$ cat src/rtl/ebwc_pkg.sv
package ebwc_pkg;

  // ==========================================================
  // Register map
  localparam logic [7:0]  EBWC_OFS_SPACE_WAIT = 8'h00;
  localparam logic [7:0]  EBWC_OFS_DMA_WAIT   = 8'h04;
  localparam logic [7:0]  EBWC_OFS_RAM_SEL    = 8'h08;
  localparam logic [7:0]  EBWC_OFS_BUS_CTL2   = 8'h0C;
  localparam logic [7:0]  EBWC_OFS_STATUS     = 8'h10;

  // ==========================================================
  // Reset values
  localparam logic [15:0] EBWC_RST_SPACE_WAIT = 16'hFFFF;
  localparam logic [3:0]  EBWC_RST_DMA_WAIT   = 4'hF;
  localparam logic [15:0] EBWC_RST_RAM_SEL    = 16'h0000;
  localparam logic [3:0]  EBWC_RST_EXTEND     = 4'hF;

  // ==========================================================
  // Field layout
  localparam int          EBWC_WAIT_FIELD_W   = 4;
  localparam logic [3:0]  EBWC_WAIT_NONE      = 4'h0;
  localparam logic [3:0]  EBWC_WAIT_LAST      = 4'h1;

  // ==========================================================
  // Bus width encodings
  localparam logic [1:0]  EBWC_WIDTH_8        = 2'h0;
  localparam logic [1:0]  EBWC_WIDTH_16       = 2'h1;
  localparam logic [1:0]  EBWC_WIDTH_32       = 2'h2;
  localparam logic [31:0] EBWC_MASK_8         = 32'h0000_00FF;
  localparam logic [31:0] EBWC_MASK_16        = 32'h0000_FFFF;
  localparam logic [31:0] EBWC_MASK_32        = 32'hFFFF_FFFF;

  // ==========================================================
  // Access states
  typedef enum logic [2:0] {
    EBWC_IDLE,
    EBWC_LEAD,
    EBWC_T1,
    EBWC_TW,
    EBWC_T2,
    EBWC_TRAIL
  } ebwc_state_t;

  // ==========================================================
  // Access request
  typedef struct packed {
    logic [2:0]  cs;
    logic        write;
    logic        dma_single;
    logic [3:0]  be;
    logic [1:0]  width;
    logic [31:0] wdata;
  } ebwc_req_t;

endpackage : ebwc_pkg

$ cat src/rtl/ebwc_wait_sel.sv
`timescale 1ns/1ps

// ==========================================================
// Wait count selection per access
module ebwc_wait_sel
  import ebwc_pkg::*;
(
  // Configuration
  input  wire logic [15:0] space_wait_cfg,
  input  wire logic [3:0]  dma_wait_cfg,
  // Access
  input  wire logic [1:0]  pair,
  input  wire logic        dma_single,
  // Result
  output logic      [3:0]  wait_count,
  output logic             ext_wait_en
);

  always_comb
  begin
    if (dma_single)
      wait_count = dma_wait_cfg;
    else
      wait_count = space_wait_cfg[pair*EBWC_WAIT_FIELD_W +: EBWC_WAIT_FIELD_W];
    ext_wait_en = (wait_count != EBWC_WAIT_NONE);
  end

endmodule : ebwc_wait_sel

$ cat src/rtl/ebwc_lane_strobe.sv
`timescale 1ns/1ps

// ==========================================================
// One byte-lane write strobe, active low
module ebwc_lane_strobe
(
  // Clock and reset
  input  wire logic sys_clk,
  input  wire logic sys_rst,
  // Control
  input  wire logic active,
  input  wire logic lane_en,
  // Pin
  output logic      strobe_n_r
);

  always_ff @(posedge sys_clk)
  begin
    if (sys_rst)
      strobe_n_r <= 1'b1;
    else
      strobe_n_r <= ~(active & lane_en);
  end

endmodule : ebwc_lane_strobe

$ cat src/rtl/ebwc_top.sv
// The address map and the address-and-strobe port were chosen for this implementation.
`timescale 1ns/1ps

// Behaviour
// - One 4-bit wait field per space pair
// - Zero field: no waits, wait pin ignored
// - Nonzero N: N waits, wait pin sampled
// - Separate DMA single-address wait count
// - DMA count zero disables, N adds waits
// - DMA register upper bits read zero
// - No-wait access takes two states
// - Read captures full configured bus width
// - Four active-low byte write strobes
// - Waits sit between first and final
// - Wait pin sampled one edge early
// - Extension adds one state each side
// - Extension states assert chip select, no strobes
// - Write data held through trailing extension
// - Extension bit set adds exactly two
// - Flash emulation RAM select register
module ebwc_top
  import ebwc_pkg::*;
(
  // Clock and reset
  input  wire logic        sys_clk,
  input  wire logic        sys_rst,
  // Register port
  input  wire logic [7:0]  reg_addr,
  input  wire logic [15:0] reg_wdata,
  input  wire logic        reg_wr,
  input  wire logic        reg_rd,
  output logic      [15:0] reg_rdata_r,
  output logic      [15:0] ram_select_r,
  // Access request and answer
  input  wire logic        acc_valid,
  input  wire ebwc_req_t   acc_req,
  output logic             acc_ready_r,
  output logic             acc_done_r,
  output logic      [31:0] acc_rdata_r,
  // External bus
  output logic      [7:0]  chip_select_n_r,
  output logic             read_strobe_n_r,
  output logic      [3:0]  write_strobe_n_r,
  output logic      [31:0] data_out_r,
  output logic             data_oe_r,
  input  wire logic [31:0] data_in,
  input  wire logic        ext_wait_n
);

  // ==========================================================
  // Registers
  logic [15:0] space_wait_r;
  logic [3:0]  dma_wait_r;
  logic [3:0]  extend_r;

  always_ff @(posedge sys_clk)
  begin
    if (sys_rst)
    begin
      space_wait_r <= EBWC_RST_SPACE_WAIT;
      dma_wait_r   <= EBWC_RST_DMA_WAIT;
      ram_select_r <= EBWC_RST_RAM_SEL;
      extend_r     <= EBWC_RST_EXTEND;
    end
    else if (reg_wr)
    begin
      case (reg_addr)
        EBWC_OFS_SPACE_WAIT: space_wait_r <= reg_wdata;
        EBWC_OFS_DMA_WAIT:   dma_wait_r   <= reg_wdata[3:0];
        EBWC_OFS_RAM_SEL:    ram_select_r <= reg_wdata;
        EBWC_OFS_BUS_CTL2:   extend_r     <= reg_wdata[3:0];
        default:             ;
      endcase
    end
  end

  // ==========================================================
  // Access sequencer
  ebwc_state_t state_r;
  ebwc_state_t state_nxt;
  ebwc_req_t   req_r;
  logic [3:0]  wait_cnt_r;
  logic [3:0]  wait_cnt_nxt;
  logic        wait_en_r;
  logic        ext_r;
  logic        wait_seen_r;
  logic [3:0]  sel_count;
  logic        sel_wait_en;
  logic        accept;

  assign accept = acc_valid & acc_ready_r;

  ebwc_wait_sel u_wait_sel
  (
    .space_wait_cfg (space_wait_r),
    .dma_wait_cfg   (dma_wait_r),
    .pair           (acc_req.cs[1:0]),
    .dma_single     (acc_req.dma_single),
    .wait_count     (sel_count),
    .ext_wait_en    (sel_wait_en)
  );

  always_comb
  begin
    state_nxt    = state_r;
    wait_cnt_nxt = wait_cnt_r;
    case (state_r)
      EBWC_IDLE:
      begin
        if (accept)
        begin
          wait_cnt_nxt = sel_count;
          if (extend_r[acc_req.cs[1:0]])
            state_nxt = EBWC_LEAD;
          else
            state_nxt = EBWC_T1;
        end
      end
      EBWC_LEAD:
        state_nxt = EBWC_T1;
      EBWC_T1:
      begin
        if (wait_cnt_r == EBWC_WAIT_NONE)
          state_nxt = EBWC_T2;
        else
          state_nxt = EBWC_TW;
      end
      EBWC_TW:
      begin
        if (wait_cnt_r > EBWC_WAIT_LAST)
          wait_cnt_nxt = wait_cnt_r - 4'h1;
        else if (!(wait_en_r && wait_seen_r))
          state_nxt = EBWC_T2;
      end
      EBWC_T2:
      begin
        if (ext_r)
          state_nxt = EBWC_TRAIL;
        else
          state_nxt = EBWC_IDLE;
      end
      EBWC_TRAIL:
        state_nxt = EBWC_IDLE;
      default:
        state_nxt = EBWC_IDLE;
    endcase
  end

  always_ff @(posedge sys_clk)
  begin
    if (sys_rst)
    begin
      state_r    <= EBWC_IDLE;
      wait_cnt_r <= EBWC_WAIT_NONE;
    end
    else
    begin
      state_r    <= state_nxt;
      wait_cnt_r <= wait_cnt_nxt;
    end
  end

  // Request latch
  always_ff @(posedge sys_clk)
  begin
    if (sys_rst)
    begin
      req_r     <= '0;
      wait_en_r <= 1'b0;
      ext_r     <= 1'b0;
    end
    else if (accept)
    begin
      req_r     <= acc_req;
      wait_en_r <= sel_wait_en;
      ext_r     <= extend_r[acc_req.cs[1:0]];
    end
  end

  // Wait pin sample, read one edge later
  always_ff @(posedge sys_clk)
  begin
    if (sys_rst)
      wait_seen_r <= 1'b0;
    else
      wait_seen_r <= ~ext_wait_n;
  end

  // ==========================================================
  // Pin drivers
  logic strobe_nxt;
  logic cs_nxt;
  logic [2:0] cs_idx;

  assign strobe_nxt = (state_nxt == EBWC_T1) || (state_nxt == EBWC_TW) || (state_nxt == EBWC_T2);
  assign cs_nxt     = (state_nxt != EBWC_IDLE);
  assign cs_idx     = (state_r == EBWC_IDLE) ? acc_req.cs : req_r.cs;

  always_ff @(posedge sys_clk)
  begin
    if (sys_rst)
    begin
      chip_select_n_r <= 8'hFF;
      read_strobe_n_r <= 1'b1;
    end
    else
    begin
      chip_select_n_r <= cs_nxt ? ~(8'h01 << cs_idx) : 8'hFF;
      read_strobe_n_r <= ~(strobe_nxt & ~((state_r == EBWC_IDLE) ? acc_req.write : req_r.write));
    end
  end

  logic       wr_active;
  logic [3:0] lane_be;

  assign wr_active = strobe_nxt & ((state_r == EBWC_IDLE) ? acc_req.write : req_r.write);
  assign lane_be   = (state_r == EBWC_IDLE) ? acc_req.be : req_r.be;

  genvar g;
  generate
    for (g = 0; g < 4; g++)
    begin : g_lane
      ebwc_lane_strobe u_lane
      (
        .sys_clk    (sys_clk),
        .sys_rst    (sys_rst),
        .active     (wr_active),
        .lane_en    (lane_be[g]),
        .strobe_n_r (write_strobe_n_r[g])
      );
    end
  endgenerate

  // Write data, held into trailing extension
  always_ff @(posedge sys_clk)
  begin
    if (sys_rst)
    begin
      data_out_r <= '0;
      data_oe_r  <= 1'b0;
    end
    else
    begin
      if (accept)
        data_out_r <= acc_req.wdata;
      data_oe_r <= (state_nxt != EBWC_IDLE) && (state_nxt != EBWC_LEAD)
                   && ((state_r == EBWC_IDLE) ? acc_req.write : req_r.write);
    end
  end

  // ==========================================================
  // Answer
  logic [31:0] width_mask;

  always_comb
  begin
    case (req_r.width)
      EBWC_WIDTH_8:  width_mask = EBWC_MASK_8;
      EBWC_WIDTH_16: width_mask = EBWC_MASK_16;
      default:       width_mask = EBWC_MASK_32;
    endcase
  end

  always_ff @(posedge sys_clk)
  begin
    if (sys_rst)
    begin
      acc_rdata_r <= '0;
      acc_done_r  <= 1'b0;
      acc_ready_r <= 1'b0;
    end
    else
    begin
      if (state_r == EBWC_T2 && !req_r.write)
        acc_rdata_r <= data_in & width_mask;
      acc_done_r  <= (state_nxt == EBWC_IDLE) && (state_r != EBWC_IDLE);
      acc_ready_r <= (state_nxt == EBWC_IDLE);
    end
  end

  // ==========================================================
  // Register read
  always_ff @(posedge sys_clk)
  begin
    if (sys_rst)
      reg_rdata_r <= '0;
    else if (reg_rd)
    begin
      case (reg_addr)
        EBWC_OFS_SPACE_WAIT: reg_rdata_r <= space_wait_r;
        EBWC_OFS_DMA_WAIT:   reg_rdata_r <= {12'h000, dma_wait_r};
        EBWC_OFS_RAM_SEL:    reg_rdata_r <= ram_select_r;
        EBWC_OFS_BUS_CTL2:   reg_rdata_r <= {12'h000, extend_r};
        EBWC_OFS_STATUS:     reg_rdata_r <= {5'h00, wait_seen_r, wait_cnt_r, 3'h0, state_r};
        default:             reg_rdata_r <= 16'h0000;
      endcase
    end
    else
      reg_rdata_r <= 16'h0000;
  end

  logic [4:0] wait_run_r;
  always_ff @(posedge sys_clk)
  begin
    if (sys_rst || state_r != EBWC_TW)
      wait_run_r <= '0;
    else if (wait_run_r != 5'h1F)
      wait_run_r <= wait_run_r + 5'h01;
  end
endmodule : ebwc_top

$ cat config.mk
export PLATFORM = sky130hd
export DESIGN_NAME = ebwc_top
export DESIGN_NICKNAME = d
export VERILOG_FILES = /design/src/rtl/ebwc_pkg.sv /design/src/rtl/ebwc_wait_sel.sv /design/src/rtl/ebwc_lane_strobe.sv /design/src/rtl/ebwc_top.sv
export SDC_FILE = /design/constraint.sdc
export NUM_CORES = 1
export LEC_CHECK = 0
export BUFFER_PORTS_ARGS = -buffer_cell sky130_fd_sc_hd__buf_2
export CORE_MARGIN = 5
export CORE_UTILIZATION = 50
export CTS_CLUSTER_SIZE = 10
export DETAILED_ROUTE_END_ITERATION = 8
export PLACE_DENSITY = 0.8
export SYNTH_ARGS = -nofsm -noshare
export SYNTH_HDL_FRONTEND = slang
export SYNTH_SLANG_ARGS = --single-unit
$ cat constraint.sdc
create_clock -name sys_clk -period 2.7 [get_ports sys_clk]
set_clock_uncertainty 0.1 [all_clocks]
set_input_delay 0.54 -clock sys_clk [delete_from_list [all_inputs] [get_ports sys_clk]]
set_output_delay 0.54 -clock sys_clk [all_outputs]
set_load 0.01 [all_outputs]
# Word level (Yosys, flattened, before mapping)
# Index checks and enable logic that the tools add are counted.
[totals]
mem_bits_ro = 0
in_bits = 105
mem_count = 0
register_bits = 156
out_inout_bits = 112
ram_bits = 0
latch_bits = 0
wordCells = 105
[op_classes]
shifts = 2
n_mul = 0
div_mod_pow = 0
reduce_logical = 24
bitwise_logic = 18
n_lt_le_gt_ge = 2
n_eq_ne = 15
mux = 18
addsub = 1
[ops]
columns = ["cell", "n"]
rows = [
  ["$pmux W16 S5", 1],
  ["$pmux W32 S2", 1],
  ["$and A32 B32 Y32", 1],
  ["$mux W3", 6],
  ["$eq A8 B4 Y1 const B", 2],
  ["$mux W4", 4],
  ["$shiftx A16 B5 Y4", 1],
  ["$pmux W3 S5", 1],
  ["$eq A3 B2 Y1 const B", 4],
  ["$not A1 Y1", 9],
  ["$eq A8 B3 Y1 const B", 1],
  ["$eq A8 B5 Y1 const B", 1],
  ["$logic_not A8 Y1", 1],
  ["$not A8 Y8", 1],
  ["$pmux W4 S2", 1],
  ["$reduce_and A2 Y1", 4],
  ["$shl A1 B3 Y8 const A", 1],
  ["$and A1 B1 Y1", 7],
  ["$eq A3 B3 Y1 const B", 2],
  ["$logic_not A3 Y1", 2],
  ["$reduce_bool A3 Y1", 2],
  ["$logic_and A1 B1 Y1", 5],
  ["$gt A4 B1 Y1 const B", 1],
  ["$logic_not A4 Y1", 1],
  ["16 further kinds", 20],
]

# Logic depth before layout (Yosys ltp)
# Gate-level depths: netlist (run 1).
[depth]
ltp_word = 11
ltp_mapped = 7
ltp_nobuf = 6

# By module
# A second synthesis (run 1) with hierarchy kept.
[unflattened]
cells_unflattened = 747
area_unflattened_um2 = 6249.7
[modules_own_cells]
columns = ["module", "area_each_um2", "seq_area_each_um2", "instances", "cells_per_inst"]
rows = [
  ["ebwc_top", 5950.7, 3042.9, 1, 715],
  ["ebwc_wait_sel", 188.9, 0.0, 1, 24],
  ["ebwc_lane_strobe", 27.5, 20.0, 4, 2],
]

# Worst setup path after synthesis (run 1)
# No wires, ideal clock.
[synth_timing]
path_kind = "input port to flip-flop"
start = "input reg_addr[1]"
end = "register ram_select_r[0]"
setup_time_ns = 0.072
required_time_ns = 2.528
n_path_buf = 3
slack_ns = 0.503
arrival_time_ns = 2.025
stages = 7
cell_sequence = "or4_1 > buf_2 > nor3_4 > and4b_1 > buf_6 > buf_12 > mux2i_1"
[synth_between]
elab_chain_cells = 2
[synth_lines]
columns = ["item", "line", "text"]
rows = [
  ["from (decl)", "ebwc_top.sv:28", "input wire logic [7:0] reg_addr,"],
  ["$eq A8 B4 Y1", "ebwc_top.sv:67", "case (reg_addr)"],
  ["$reduce_and A2 Y1 (no line)", "-", ""],
  ["to (signal assigned)", "ebwc_top.sv:70", "EBWC_OFS_RAM_SEL: ram_select_r <= reg_wdata;"],
  ["to (decl)", "ebwc_top.sv:33", "output logic [15:0] ram_select_r,"],
]
# No other way between the ends.
# A chain may end at the register's enable or synchronous reset.

# Final worst setup path (run 1)
[layout_timing]
start = "register state_r[1]"
end = "register g_lane[2].u_lane.strobe_n_r"
[layout_between]
elab_chain_cells = 9
word_cells_on_any_way = 19
cone_classes = "7 x eq/ne; 6 x mux; 3 x bitwise; 3 x reduce/logical"
[layout_lines]
columns = ["item", "line", "text"]
rows = [
  ["from (decl)", "ebwc_top.sv:79", "ebwc_state_t state_r;"],
  ["from (signal assigned)", "ebwc_top.sv:158", "state_r <= state_nxt;"],
  ["$mux W3", "ebwc_top.sv:132", "else if (!(wait_en_r && wait_seen_r))"],
  ["$mux W3", "ebwc_top.sv:130", "if (wait_cnt_r > EBWC_WAIT_LAST)"],
  ["$pmux W3 S5", "ebwc_top.sv:107", "case (state_r)"],
  ["$eq A3 B2 Y1", "ebwc_top.sv:195", "assign strobe_nxt = (state_nxt == EBWC_T1) || (state_nxt == EBWC_TW) || (state_nxt == EBWC_T2);"],
  ["$logic_or A1 B1 Y1 (2 in series)", "ebwc_top.sv:195", ""],
  ["$and A1 B1 Y1", "ebwc_top.sv:216", "assign wr_active = strobe_nxt & ((state_r == EBWC_IDLE) ? acc_req.write : req_r.write);"],
  ["$and A1 B1 Y1 (*)", "ebwc_lane_strobe.sv:22", "strobe_n_r <= ~(active & lane_en);"],
  ["$not A1 Y1 (*)", "ebwc_lane_strobe.sv:22", ""],
  ["to (signal assigned)", "ebwc_lane_strobe.sv:22", ""],
  ["to (decl)", "ebwc_lane_strobe.sv:14", "output logic strobe_n_r"],
]
# Mark *: on every way between the ends. The rest lies on a longest branch, timed or not.

==> results of run 1 <==
==> metrics by stage <==
stage | hold WS, ns | utilization | instances
2_1_floorplan | 0.3311 | - | 738
3_3_place_gp | 0.3350 | 0.6008 | 1090
3_5_place_dp | 0.3410 | 0.6008 | 1090
4_1_cts | 0.1649 | 0.6503 | 1122
5_1_grt | 0.1653 | 0.6503 | 1122
6_report | 0.1845 | 0.6505 | 1123
==> flip-flops by register name, indices dropped and copies added (netlist names), 8 cells and up <==
register         count
data_out_r          32
req_r               10
space_wait_r        16
acc_rdata_r         32
ram_select_r        16
reg_rdata_r         16
chip_select_n_r      8
==> placed cells by master (no fill, tap or decap), drive strengths merged, types with 3 or more instances in the layout <==
cell type,count
a21oi,79
nor3,8
mux2i,49
nor2b,4
a31oi,6
nand3b,3
mux4,5
o31a,3
bufinv,3
nand2b,8
clkinv,4
nand3,40
nand2,181
inv,7
a22oi,15
or3,3
nor2,70
dfxtp,156
or2,3
a22o,5
o21ai,6
clkbuf,19
ha,3
clkinvlp,5
buf,237
==> cell families (layout without fill, tap and decap cells) <==
group / Yosys count / count (layout) / share of synthesized area
buffers and inverters: 63 / 275 / 0.04700
muxes: 55 / 55 / 0.09779
and+or+nand+nor: 337 / 337 / 0.2358
other: 0 / 1 / 0
DFF: 156 / 156 / 0.4971
AOI/OAI and AO/OA: 124 / 124 / 0.1163
adders and majority gates: 3 / 3 / 0.005976
==> final cells by class <==
cell class                 count  area share
antenna                        1   0.0003086
timing repair buffer         237      0.1546
tap                          172     0.02654
clock buffer                  19     0.05586
multi-input combinational    519      0.3546
inverter                       6    0.002777
clock inverter                13     0.02021
sequential                   156      0.3851
==> worst min path at each step <==
stage / end / slack, ns / depth (start not counted)
after floorplan: req_r[32] / 0.33 / 2
after global placement: acc_rdata_r[20] / 0.34 / 2
after detailed placement: acc_rdata_r[8] / 0.34 / 2
after CTS: wait_seen_r / 0.16 / 2
after global routing: wait_seen_r / 0.17 / 2
final: wait_seen_r / 0.18 / 2
==> report_power, final <==
| part | leakage (uW) | internal [uW] | switching (uW) |
|---|---|---|---|
| combinational | 0.00190 | 176 | 264 |
| sequential | 0.00126 | 2350 | 38.2 |
| clock | 0.000288 | 1510 | 939 |
| total | 0.00345 | 4040 | 1240 |
==> worst register-to-register path: cells and delay by family, from the launching register on <==
| kind | cells | cell delay (ns) |
|---|---|---|
| simple gates | 3 | 1.06 |
| flops | 1 | 0.45 |
| compound gates | 1 | 0.34 |
==> per-layer routing <==
layer	wire, um	GRT usage	part of all wire
met1	7214	0.2886	0.41
met2	8587	0.3650	0.49
met3	1310	0.06778	0.075
met4	311	0.07978	0.018
met5	0	0	0
==> summary by stage, run 1 <==
Logic synthesis
The synthesized netlist contains 51 unique library cells. The share of synthesized area in the top cell type comes to 0.4971. By area the synthesized netlist is led by sky130_fd_sc_hd__dfxtp_1, sky130_fd_sc_hd__nand2_1, sky130_fd_sc_hd__mux2i_1, sky130_fd_sc_hd__a21oi_1, sky130_fd_sc_hd__nor2_1.

A synthesized cell averages roughly 8.5 um2. The count of mapped cells out of synthesis is about 740. The proportion of register bits with asynchronous set or reset after synthesis is 0.

By instance count, the leading cell after synthesis is sky130_fd_sc_hd__nand2_1. The area of the mapped netlist is 6282 um2. The net count after synthesis is between 800 and 900.

For this run, the leading register cell type out of synthesis is sky130_fd_sc_hd__dfxtp_1. The biggest area contributor in the post-synthesis netlist is sky130_fd_sc_hd__dfxtp_1. The flip-flop and latch count after synthesis is 156.

Ranked by instance count, the synthesized netlist is headed by sky130_fd_sc_hd__nand2_1, sky130_fd_sc_hd__dfxtp_1, sky130_fd_sc_hd__a21oi_1, sky130_fd_sc_hd__nor2_1, sky130_fd_sc_hd__mux2i_1. The post-synthesis sequential area ratio is 0.4971. The Yosys warning count is 0. The count of flip-flops with a built-in enable after synthesis is 0.

Clock network
TritonCTS created 17 clock buffers. The clock slew seen by the registers of the worst setup and hold paths is about 0.06 ns. The count of hold-fix buffers inserted at cts is 0. CTS built an H-tree with a depth of 4.

The clock latency reported for the late side of the worst-skew pair is between 0.4 and 0.5 ns. The tree is rooted in a sky130_fd_sc_hd__clkbuf_16. The post-CTS setup-driven buffer insertion count is 0.

Counting every sink on the clock net gives 156. The CTS tree is built. The post-cts sizing count is 0.

The buffer levels on the longest clock path is 2.

STA
The final-report max-slew violation count is 0. The minimum period implied by the final worst setup slack is ~2.1 ns. The maximum clock frequency is roughly 480 MHz.

After layout, the worst setup slack is 0.6328 ns. In the finished design, the share of the clock period the worst path needs comes to 0.7656. The number of hold violations in the final report is 0.

Setup repair after global routing left no endpoint under its margin. Adding up every negative setup slack in the final design gives 0 ns. The tightest slew margin relative to the limit is 0.6380. Setup violations remaining at the end of the flow were counted as 0.

For the pin with the worst max-slew slack, the measured transition is between 0.5 and 0.6 ns.

Die
The die is about 120 um tall. The floorplan has 41 rows. The initial cell density of the core is 0.5040.

The area enclosed by the die boundary is between 10000 and 15000 um2. The die width is roughly 120 um. The core box area is 12470 um2. In this run the count of I/O pins placed on the die edge is ~220.

Final layout
The area added between synthesis and finish is 29.08%. The total area of sequential cells is approximately 3100 um2. Summing all multi-input logic gate instances after layout gives between 2000 and 3000 um2. The cell area after layout is just over 8000 um2. Of the cells placed in the final design, the portion with a size suffix greater than 1 is 0.2989. The final layout contains ~1000 nets. The filler cells instantiated in the layout total ~1100.

Routing
The count of nets left with antenna violations after detail routing is 0. The routed layout has 5848 vias. The aggregate routed wire length is approximately 17000 um. The first-iteration detailed-routing DRC count is 581. Dividing the detail-routed wire length by the instance count gives about 16 um. The first-pass iteration count of the detailed router is 5. For this run, design rule violations remaining after detail routing come to 0.

The per-cell via count in the routed design is roughly 5.2.

Run status
The flow ran to the end, and the final reports show no timing, DRC or antenna violations.

Worst setup path
Data on the critical path is required at its endpoint by 2.89 ns. The reg-to-reg critical path startpoint is state_r[1]. The worst reg-to-reg path cell count is 4. The signal on the critical path passes through or3_1 > or3_1 > a21oi_1 > nand2_1. The most critical setup path has its endpoint at g_lane[2].u_lane.strobe_n_r. The worst setup path is launched from a flip-flop. Setup slack on the worst reg-to-reg path comes out at between 0.6 and 0.7 ns. Among cell families on the critical path, the largest total delay comes from simple AND/OR/NAND/NOR gates.

Among all stages on the critical path, the largest delay is contributed by sky130_fd_sc_hd__or3_1. The instance count on the critical path is 4. By instance count, the cell type seen most on the critical path is sky130_fd_sc_hd__or3_1.

Together, buffers and inverters on the worst path number 0. The maximum single-stage delay on the critical path is 0.57 ns. The critical path in this run is classified as reg2reg.

The category of the worst setup path capture point is a flip-flop. STA puts the critical path data arrival time at approximately 2.3 ns. Along the worst path, the maximum fanout reaches 13. The endpoint identified for the worst register-to-register timing path is g_lane[2].u_lane.strobe_n_r. Tracing the worst setup path back leads to its startpoint at state_r[1].

Place
The minimum setup slack after placement is approximately 0.27 ns. Detailed placement finished with a half-perimeter wire length of 12480 um. The routability congestion estimate is around 0.87. Summing all placed instances gives a cell area of 7490 um2. Input and output buffers added on the ports amount to approximately 220.

GRT
For this run, the total global-route usage over all layers was measured as 0.2261. The number of antenna violations at the first check in global routing was 0. Global routing finished with a remaining overflow of 0. The number of global-route vias before repair was 5367. The largest net degree at the start of global routing is slightly above 40. The first global-routing pass estimated 26740 um of wire.

Job
The max-cap violation count is 0.

Power and ir drop
Overall power consumption after layout is estimated at 5279 uW. The analysis attributes to cell leakage a power of roughly 0.0035 uW. Across the VDD grid, the largest voltage drop is around 0.00074 V.

The ratio of total power to cell area is roughly 650 nW/um2.

Worst hold path
The hold path startpoint is ext_wait_n. The worst hold path belongs to the class in2reg.
Note: power is estimated with default switching activity, not from simulation.
==> run 2, diff against run 1 <==
Settings changed: ABC_AREA from default to 1.
Clock period 2.7 ns to 2.1 ns, I/O delays scaled along.
==> run 2 against run 1 <==
  * Sequential share of layout area decreased by 0.43 points
  * Worst hold slack got worse by 0.13 ns
  * Largest cell class unchanged
  * Highest routed layer unchanged
  * Critical path depth increased by 6
  * Cell area increased by 1.1%
==> summary by stage, run 2 <==
Run status
The run finished with clean final reports.

Routing
The per-cell via count in the routed design is ~5.0. The aggregate routed wire length is around 17000 um. The number of remaining DRC errors is 0. The average routed wire per standard cell is approximately 14 um. The count of nets left with antenna violations after detail routing is 0. The first-pass iteration count of the detailed router is 5. The first-iteration detailed-routing DRC count is around 430.

The routed layout has slightly above 6000 vias.

Clock network
After clock tree synthesis, the flow added hold-fix buffers numbering 0. TritonCTS built the clock tree. The H-tree level count is 4. The buffer levels on the longest clock path is 2. Counting the buffers created by CTS gives 17. CTS placed an instance of sky130_fd_sc_hd__clkbuf_16 at the clock tree root. CTS saw between 150 and 200 sinks.

After clock tree synthesis, the clock-pin slew on the worst setup and hold paths is around 0.06 ns. Once the clock tree was built, the resizer swapped 0 gates to a different size. For the worst-skew pair, the clock arrives at the later sink with an insertion delay of roughly 0.42 ns.

Buffers added to address setup during post-CTS repair amount to 0.

Place
At the end of routability-driven placement, the weighted congestion stood at between 0.9 and 1. The count of buffers from port buffering is 216. Summed over all nets, the half-perimeter wirelength after detailed placement is around 13000 um.

Final layout
In the layout the commonest cells are sky130_fd_sc_hd__buf_2, sky130_fd_sc_hd__dfxtp_1, sky130_fd_sc_hd__nand2_1. The number of nets in the layout is 1156. The area added between synthesis and finish is 28.86%. The filler cells instantiated in the layout total around 1100. The commonest non-fill, non-tap cell in the layout is sky130_fd_sc_hd__buf_2. In the final layout, the share of cells above drive strength 1 is 0.2762. The largest registers in the layout are acc_rdata_r x32, data_out_r x32.

Logic synthesis
The synthesized netlist occupies a cell area of about 6400 um2. Counting every instance in the synthesized netlist gives about 840. The number of different library cells used by synthesis comes to 33. The Yosys warning count is 0. The most instantiated flip-flop cell in the synthesis netlist is sky130_fd_sc_hd__dfxtp_1. The post-synthesis sequential area ratio is 0.4908. The count of flip-flops with a built-in enable after synthesis is 0. The flip-flop and latch count after synthesis is 156.

The biggest area consumer among synthesized cells is sky130_fd_sc_hd__dfxtp_1. By area the synthesized netlist is led by sky130_fd_sc_hd__dfxtp_1, sky130_fd_sc_hd__nand2_1, sky130_fd_sc_hd__nor2_1, sky130_fd_sc_hd__o21ai_0, sky130_fd_sc_hd__nand3_1. The net count after synthesis is between 900 and 1000. For this run, asynchronously set or reset flops after synthesis account for 0.

Of the post-synthesis cell area, the dominant cell type holds 0.4908. The commonest cells after synthesis are sky130_fd_sc_hd__dfxtp_1, sky130_fd_sc_hd__nand2_1, sky130_fd_sc_hd__nor2_1, sky130_fd_sc_hd__o21ai_0, sky130_fd_sc_hd__inv_1. The leading cell type by number of instances after synthesis is sky130_fd_sc_hd__dfxtp_1. The average instance area after synthesis is roughly 7.5 um2.

Power and ir drop
VDD sags by at most about 0.0006 V. Of the total power, combinational logic draws 0.144. The share of power burned in the clock network is 0.429. In this run the static leakage power is 0.003950 uW. The ratio of total power to cell area is 918.4 nW/um2.

The cell-internal power is around 5600 uW. The switching portion of total power is 0.2622. In this run the power spent charging and discharging nets is ~2000 uW.

The part of the total power dissipated in sequential elements is 0.427.

GRT
The first-pass GRT wire length is around 27000 um. The remaining global-route overflow is 0. The number of global-route vias before repair came to about 5800. Entering global routing, the biggest net connects approximately 110 pins. The total routing resource utilization after global routing is 0.2250.

The number of antenna violations at the first check in global routing is 0.

STA
Adding up every negative setup slack in the final design gives 0 ns. The number of hold violations in the final report came to 0. Of the available clock period, the critical path in the final layout requires 0.8840. The worst path in the final design needs a cycle of roughly 1.9 ns, including I/O delays and setup.

The actual slew at the worst max-slew pin is approximately 0.42 ns. The maximum clock frequency is around 540 MHz. Setup repair after global routing left no endpoint under its margin. The tightest slew margin relative to the limit is 0.7210. The final-report max-slew violation count came to 0.

The total setup violations reported at the end of the flow is 0. The tightest hold margin is 0.05525 ns.

Worst setup path
Data on the critical path arrives at its endpoint at ~2.1 ns. The reg-to-reg critical path startpoint is wait_cnt_r[0]. The required time of the critical path is around 2.4 ns. The category of the worst setup path capture point is a flip-flop. The top cell family by delay on the critical path is simple AND/OR/NAND/NOR gates. The peak fanout along the critical path is 8. Traced cell by cell, the critical path runs through inv_1 > ha_1 > inv_1 > nand2_1 > nand3_1 > nand2_1 > nand3_1 > nor2_1 > nand3_2 > nand3_1. The largest individual stage delay along the critical path comes from the cell sky130_fd_sc_hd__dfxtp_1.

By startpoint and endpoint, the worst setup path is classified as reg2reg. The kind of start point of the critical path is a flip-flop. The number of buffers and inverters on the critical path is 2. In this run the worst setup path begins at wait_cnt_r[0]. The setup slack of the most critical reg-to-reg path is between 0.2 and 0.25 ns. The endpoint identified for the worst register-to-register timing path is chip_select_n_r[3].

The worst reg-to-reg path cell count is 10. The maximum single-stage delay on the critical path is 0.32 ns. The cell repeated most along the worst path is sky130_fd_sc_hd__nand3_1.

Worst hold path
The worst hold-check path type is in2reg. The hold path startpoint is ext_wait_n. The worst hold path terminates at wait_seen_r.

The worst hold path was traced through 2 stages.

Die
During I/O placement, the number of pins put on the boundary was approximately 220. For this configuration, the core starts out at a cell density of 0.5063. The initialized floorplan defines between 40 and 50 standard-cell rows. The region available for standard cell placement spans 12570 um2.

The die covers 15080 um2. The die is ~120 um tall. The die width is 122.8 um.

Job
The max-cap violation count is 0.
run 2: worst max-delay path by stage:
stage | depth (start not counted) | endpoint
4_1_cts | 10 | chip_select_n_r[3]
2_1_floorplan | 9 | space_wait_r[8]
3_5_place_dp | 11 | ram_select_r[10]
3_3_place_gp | 12 | reg_rdata_r[9]
6_report | 10 | chip_select_n_r[3]
5_1_grt | 10 | chip_select_n_r[3]
run 2: final cells by class:
type | count | area (um2) | area share
Clock buffer | 19 | 442.9 | 0.05401
Inverter | 84 | 315.3 | 0.03845
Antenna cell | 1 | 2.502 | 0.0003052
Timing Repair Buffer | 230 | 1211 | 0.1477
Sequential cell | 156 | 3123 | 0.3808
Multi-Input combinational cell | 559 | 2701 | 0.3294
Clock inverter | 13 | 188.9 | 0.02304
Tap cell | 172 | 215.2 | 0.02624
run 2: worst register-to-register path, delay by kind of cell (launching register included):
family | cells | cell delay, ns
fa+ha+maj | 1 | 0.20
buf+inv | 2 | 0.25
flops | 1 | 0.32
simple gates | 7 | 0.91
run 2: power by group through the flow:
stage	sequential [uW]	combinational [uW]	clock, uW
finish	3220	1080	3230
global route	3240	1230	3430
CTS	3220	1090	3290
detailed placement	3280	1080	0
global placement	3280	1070	0
floorplan	3330	639	0
run 2: logic make-up (layout without fill, tap and decap cells):
kind of cell / after synthesis / after routing / synth area share
buf+inv: 129 / 346 / 0.08474
flops: 156 / 156 / 0.4908
simple gates: 380 / 380 / 0.2674
fa+ha+maj: 3 / 3 / 0.005899
other cells: 0 / 1 / 0
compound gates: 176 / 176 / 0.1512
run 2: per-stage QoR:
| stage | instances | setup slack, ns | util | area (um2) | power, uW |
|---|---|---|---|---|---|
| 3_3_place_gp | 1201 | 0.2378 | 0.6020 | 7566 | 4346 |
| 4_1_cts | 1233 | 0.2651 | 0.6523 | 8198 | 7600 |
| 6_report | 1234 | 0.2437 | 0.6525 | 8200 | 7531 |
| 5_1_grt | 1233 | 0.03278 | 0.6523 | 8198 | 7898 |
| 2_1_floorplan | 844 | 0.5552 | - | 6364 | 3974 |
| 3_5_place_dp | 1201 | 0.1750 | 0.6020 | 7566 | 4369 |
run 2: metal layers:
layer / global-route usage / wire length [um]
met4: 0.08537 / 379
met2: 0.3717 / 8103
met3: 0.06221 / 1391
met5: 0 / 0
met1: 0.2795 / 7233
==> run 3, diff against run 2 <==
Settings changed: CORE_UTILIZATION 50 to 52, CTS_BUF_LIST from default to sky130_fd_sc_hd__clkbuf_8, PLACE_DENSITY 0.8 to 0.92.
==> run 3 against run 2 <==
  * Sequential power barely moved
  * Fmax up 1.8%
  * Global-route usage grew 1.4 points
  * Power is 6.6% lower
  * Worst setup slack gained 0.033 ns
  * Via count up 3.1%
  * Non-clock buffer count is 5 higher
  * Utilization rose by 1.9 points
  * Sequential cell count is the same
  * Worst hold slack improved by 0.045 ns
  * Die area is 3.5% lower
  * Register-to-register slack gained 0.03 ns
  * Critical endpoint is now chip_select_n_r[7]
  * Largest power group is now registers
==> summary by stage, run 3 (synthesis gave the netlist of run 2 again) <==
Die
The core box area is ~12000 um2. The area enclosed by the die boundary is between 10000 and 15000 um2. For this configuration, the core starts out at a cell density of 0.5298. In this run the horizontal extent of the chip is ~120 um. After floorplanning, the core was divided into 40 placement rows. For this design the top-level I/O count stands at between 200 and 250. The vertical extent of the die is 120.6 um.

Clock network
The H-tree level count is 4. Clock tree synthesis found a total of around 160 sinks. The clock latency reported for the late side of the worst-skew pair is between 0.4 and 0.5 ns.

TritonCTS built the clock tree. The root buffer cell is sky130_fd_sc_hd__clkbuf_8. The number of clock buffers inserted by TritonCTS is 17. Clock-pin slew was measured on the worst setup and hold paths at 0.09 ns. Post-CTS repair changed the size of 0 cells.

The buffer levels on the longest clock path is 2.

Power and ir drop
Summed over all cells, the static leakage comes to around 0.0039 uW. The completed layout was analyzed and its total power is 7035 uW. Power spread over the standard cell area amounts to 872.6 nW/um2. The worst-case IR drop observed on VDD is about 0.00051 V.

Final layout
Leaving out fill and tap cells, the most frequent cell in the layout is sky130_fd_sc_hd__buf_2. In the final layout, the share of cells above drive strength 1 is 0.2761. The area added between synthesis and finish is 26.68%. The total inserted antenna cells is 0. The largest registers in the layout are acc_rdata_r x32, data_out_r x32.

In the final design database the tool counted approximately 1200 nets. The top cell types in the final layout, fill and taps aside, are sky130_fd_sc_hd__buf_2, sky130_fd_sc_hd__dfxtp_1, sky130_fd_sc_hd__nand2_1.

STA
The tightest hold path in the finished design has a slack of around 0.1 ns. After layout, the worst setup slack is around 0.28 ns. In this run the tightest slew margin relative to its limit is 0.6843. Dividing the final minimum period by the clock period gives 0.8682. Based on the critical path, the design can be clocked at up to between 500 and 600 MHz. The final-report max-slew violation count is 0. Setup repair after global routing left no endpoint under its margin. The number of hold violations in the final report is 0. The aggregate negative setup slack is 0 ns. The minimum period implied by the final worst setup slack is approximately 1.8 ns. At the pin with the least slew margin, the transition time is between 0.4 and 0.5 ns.

The total setup violations reported at the end of the flow is 0.

Worst setup path
The maximum single-stage delay on the critical path is between 0.3 and 0.4 ns. The largest individual stage delay along the critical path comes from the cell sky130_fd_sc_hd__dfxtp_1. The data arrival at the endpoint of the critical path is roughly 2.1 ns. Traced cell by cell, the critical path runs through inv_1 > ha_1 > inv_1 > nand2_1 > nand3_1 > nand2_1 > nand3_1 > nor2_2 > nand3_2 > nand3_1. The kind of start point of the critical path is a flip-flop. For the worst setup path, the data required time is around 2.4 ns. The worst reg-to-reg path cell count is 10. In this design, the largest share of critical-path delay is due to simple AND/OR/NAND/NOR gates. The type of the worst setup path is reg2reg. The number of buffers and inverters on the critical path is 2. Across all register-to-register paths, the minimum setup slack is about 0.28 ns. The peak fanout along the critical path is 8. The worst setup path is captured at a flip-flop. The cell repeated most along the worst path is sky130_fd_sc_hd__nand3_1. The destination of the worst register-to-register timing path is chip_select_n_r[7]. The startpoint identified for the worst register-to-register timing path is wait_cnt_r[1].

Place
In this run the tool buffered the top-level ports with between 200 and 250 buffer cells. The total half-perimeter wirelength after legalization and detailed placement is 13030 um. OpenSTA, run right after detailed placement, puts the worst setup slack at between 0.2 and 0.25 ns. The routability congestion estimate is about 1.0.

Routing
The per-cell via count in the routed design is ~5.3. Dividing the detail-routed wire length by the instance count gives roughly 15 um. The count of nets left with antenna violations after detail routing is 0. The first TritonRoute pass finished after 5 iterations. The number of remaining DRC errors is 0.

The routed layout has between 6000 and 7000 vias. The aggregate routed wire length is 17690 um. The first-iteration detailed-routing DRC count is 495.

GRT
The met1 track utilization from global routing is 0.2841. Summed over all layers, the global routing overflow is 0. The layer with the highest usage after global routing is met2. For this run, global-route usage on met3 was measured as 0.06501. The global-route met2 utilization is 0.4059.

The number of antenna violations at the first check in global routing is 1. The total routing resource utilization after global routing is 0.2391. Entering global routing, the biggest net connects 53 pins. The number of global-route vias before repair was 5863. The first global-routing pass estimated ~28000 um of wire.

Worst hold path
The hold path startpoint is reg_wdata[9]. The depth of the worst hold-timing path is 3. The worst hold-check path type is in2reg. The end point of the most critical hold path is space_wait_r[9].

Run status
The run finished with clean final reports.

Job
Max-cap violations in this run came to 0.
-- run 3: cell count changes in the layout (fill, tap and decap cells not counted), sizes merged --
cell,before,now
buf,230,234
bufinv,4,7
dlygate4sd3,0,1
clkinv,6,5
clkbuf,19,17
inv,85,86
diode,1,0
clkinvlp,2,0
-- run 3: metrics by stage --
| step | cell area, um2 | cells | utilization |
|---|---|---|---|
| after detailed placement | 7565 | 1180 | 0.6298 |
| final | 8061 | 1212 | 0.6711 |
| after floorplan | 6364 | 844 | - |
| after global placement | 7565 | 1180 | 0.6298 |
| after CTS | 8061 | 1212 | 0.6711 |
| after global routing | 8061 | 1212 | 0.6711 |
-- run 3: per-layer routing --
metal / vias to the layer above / wire length, um
met5: - / 7
met4: 2 / 527
met2: 310 / 8535
met3: 48 / 1557
met1: 2873 / 7066
li1: 3154 / -
-- run 3: repair_timing --
item                      in CTS  in global routing
hold endpoints to repair       1                  0
hold buffers                   1                  0
setup buffers                  0                  0
-- run 3: worst min-delay path, stage by stage --
cell                      delay, ns
sky130_fd_sc_hd__buf_2         0.10
sky130_fd_sc_hd__nand2_1       0.05
sky130_fd_sc_hd__nand3_1       0.06
-- run 3: cell type report --
| cell class | instances | area (um2) |
|---|---|---|
| flip-flops and latches | 156 | 3123 |
| clock inverters | 14 | 252.7 |
| clock buffers | 17 | 234.0 |
| well taps | 147 | 183.9 |
| fillers | 989 | 3950 |
| repair buffers | 235 | 1251 |
| multi-input cells | 559 | 2701 |
| inverters | 84 | 315.3 |
-- run 3: worst max path at each step --
stage                  start                 end  slack, ns  depth (start not counted)
2_1_floorplan    reg_addr[6]     space_wait_r[8]       0.56                          9
3_5_place_dp     reg_addr[6]     ram_select_r[9]       0.23                         11
6_report       wait_cnt_r[1]  chip_select_n_r[7]       0.28                         10
4_1_cts        wait_cnt_r[0]  chip_select_n_r[7]       0.30                         10
5_1_grt        wait_cnt_r[1]  chip_select_n_r[2]       0.12                         10
3_3_place_gp     acc_req[40]  chip_select_n_r[6]       0.28                          9
-- run 3: power breakdown --
| part | leakage, uW | internal, uW | total [uW] | switching (uW) |
|---|---|---|---|---|
| Sequential | 0.00127 | 3130 | 3210 | 84.1 |
| Clock | 0.000253 | 1640 | 2730 | 1090 |
| Combinational | 0.00240 | 396 | 1090 | 695 |
| Total | 0.00392 | 5160 | 7030 | 1870 |
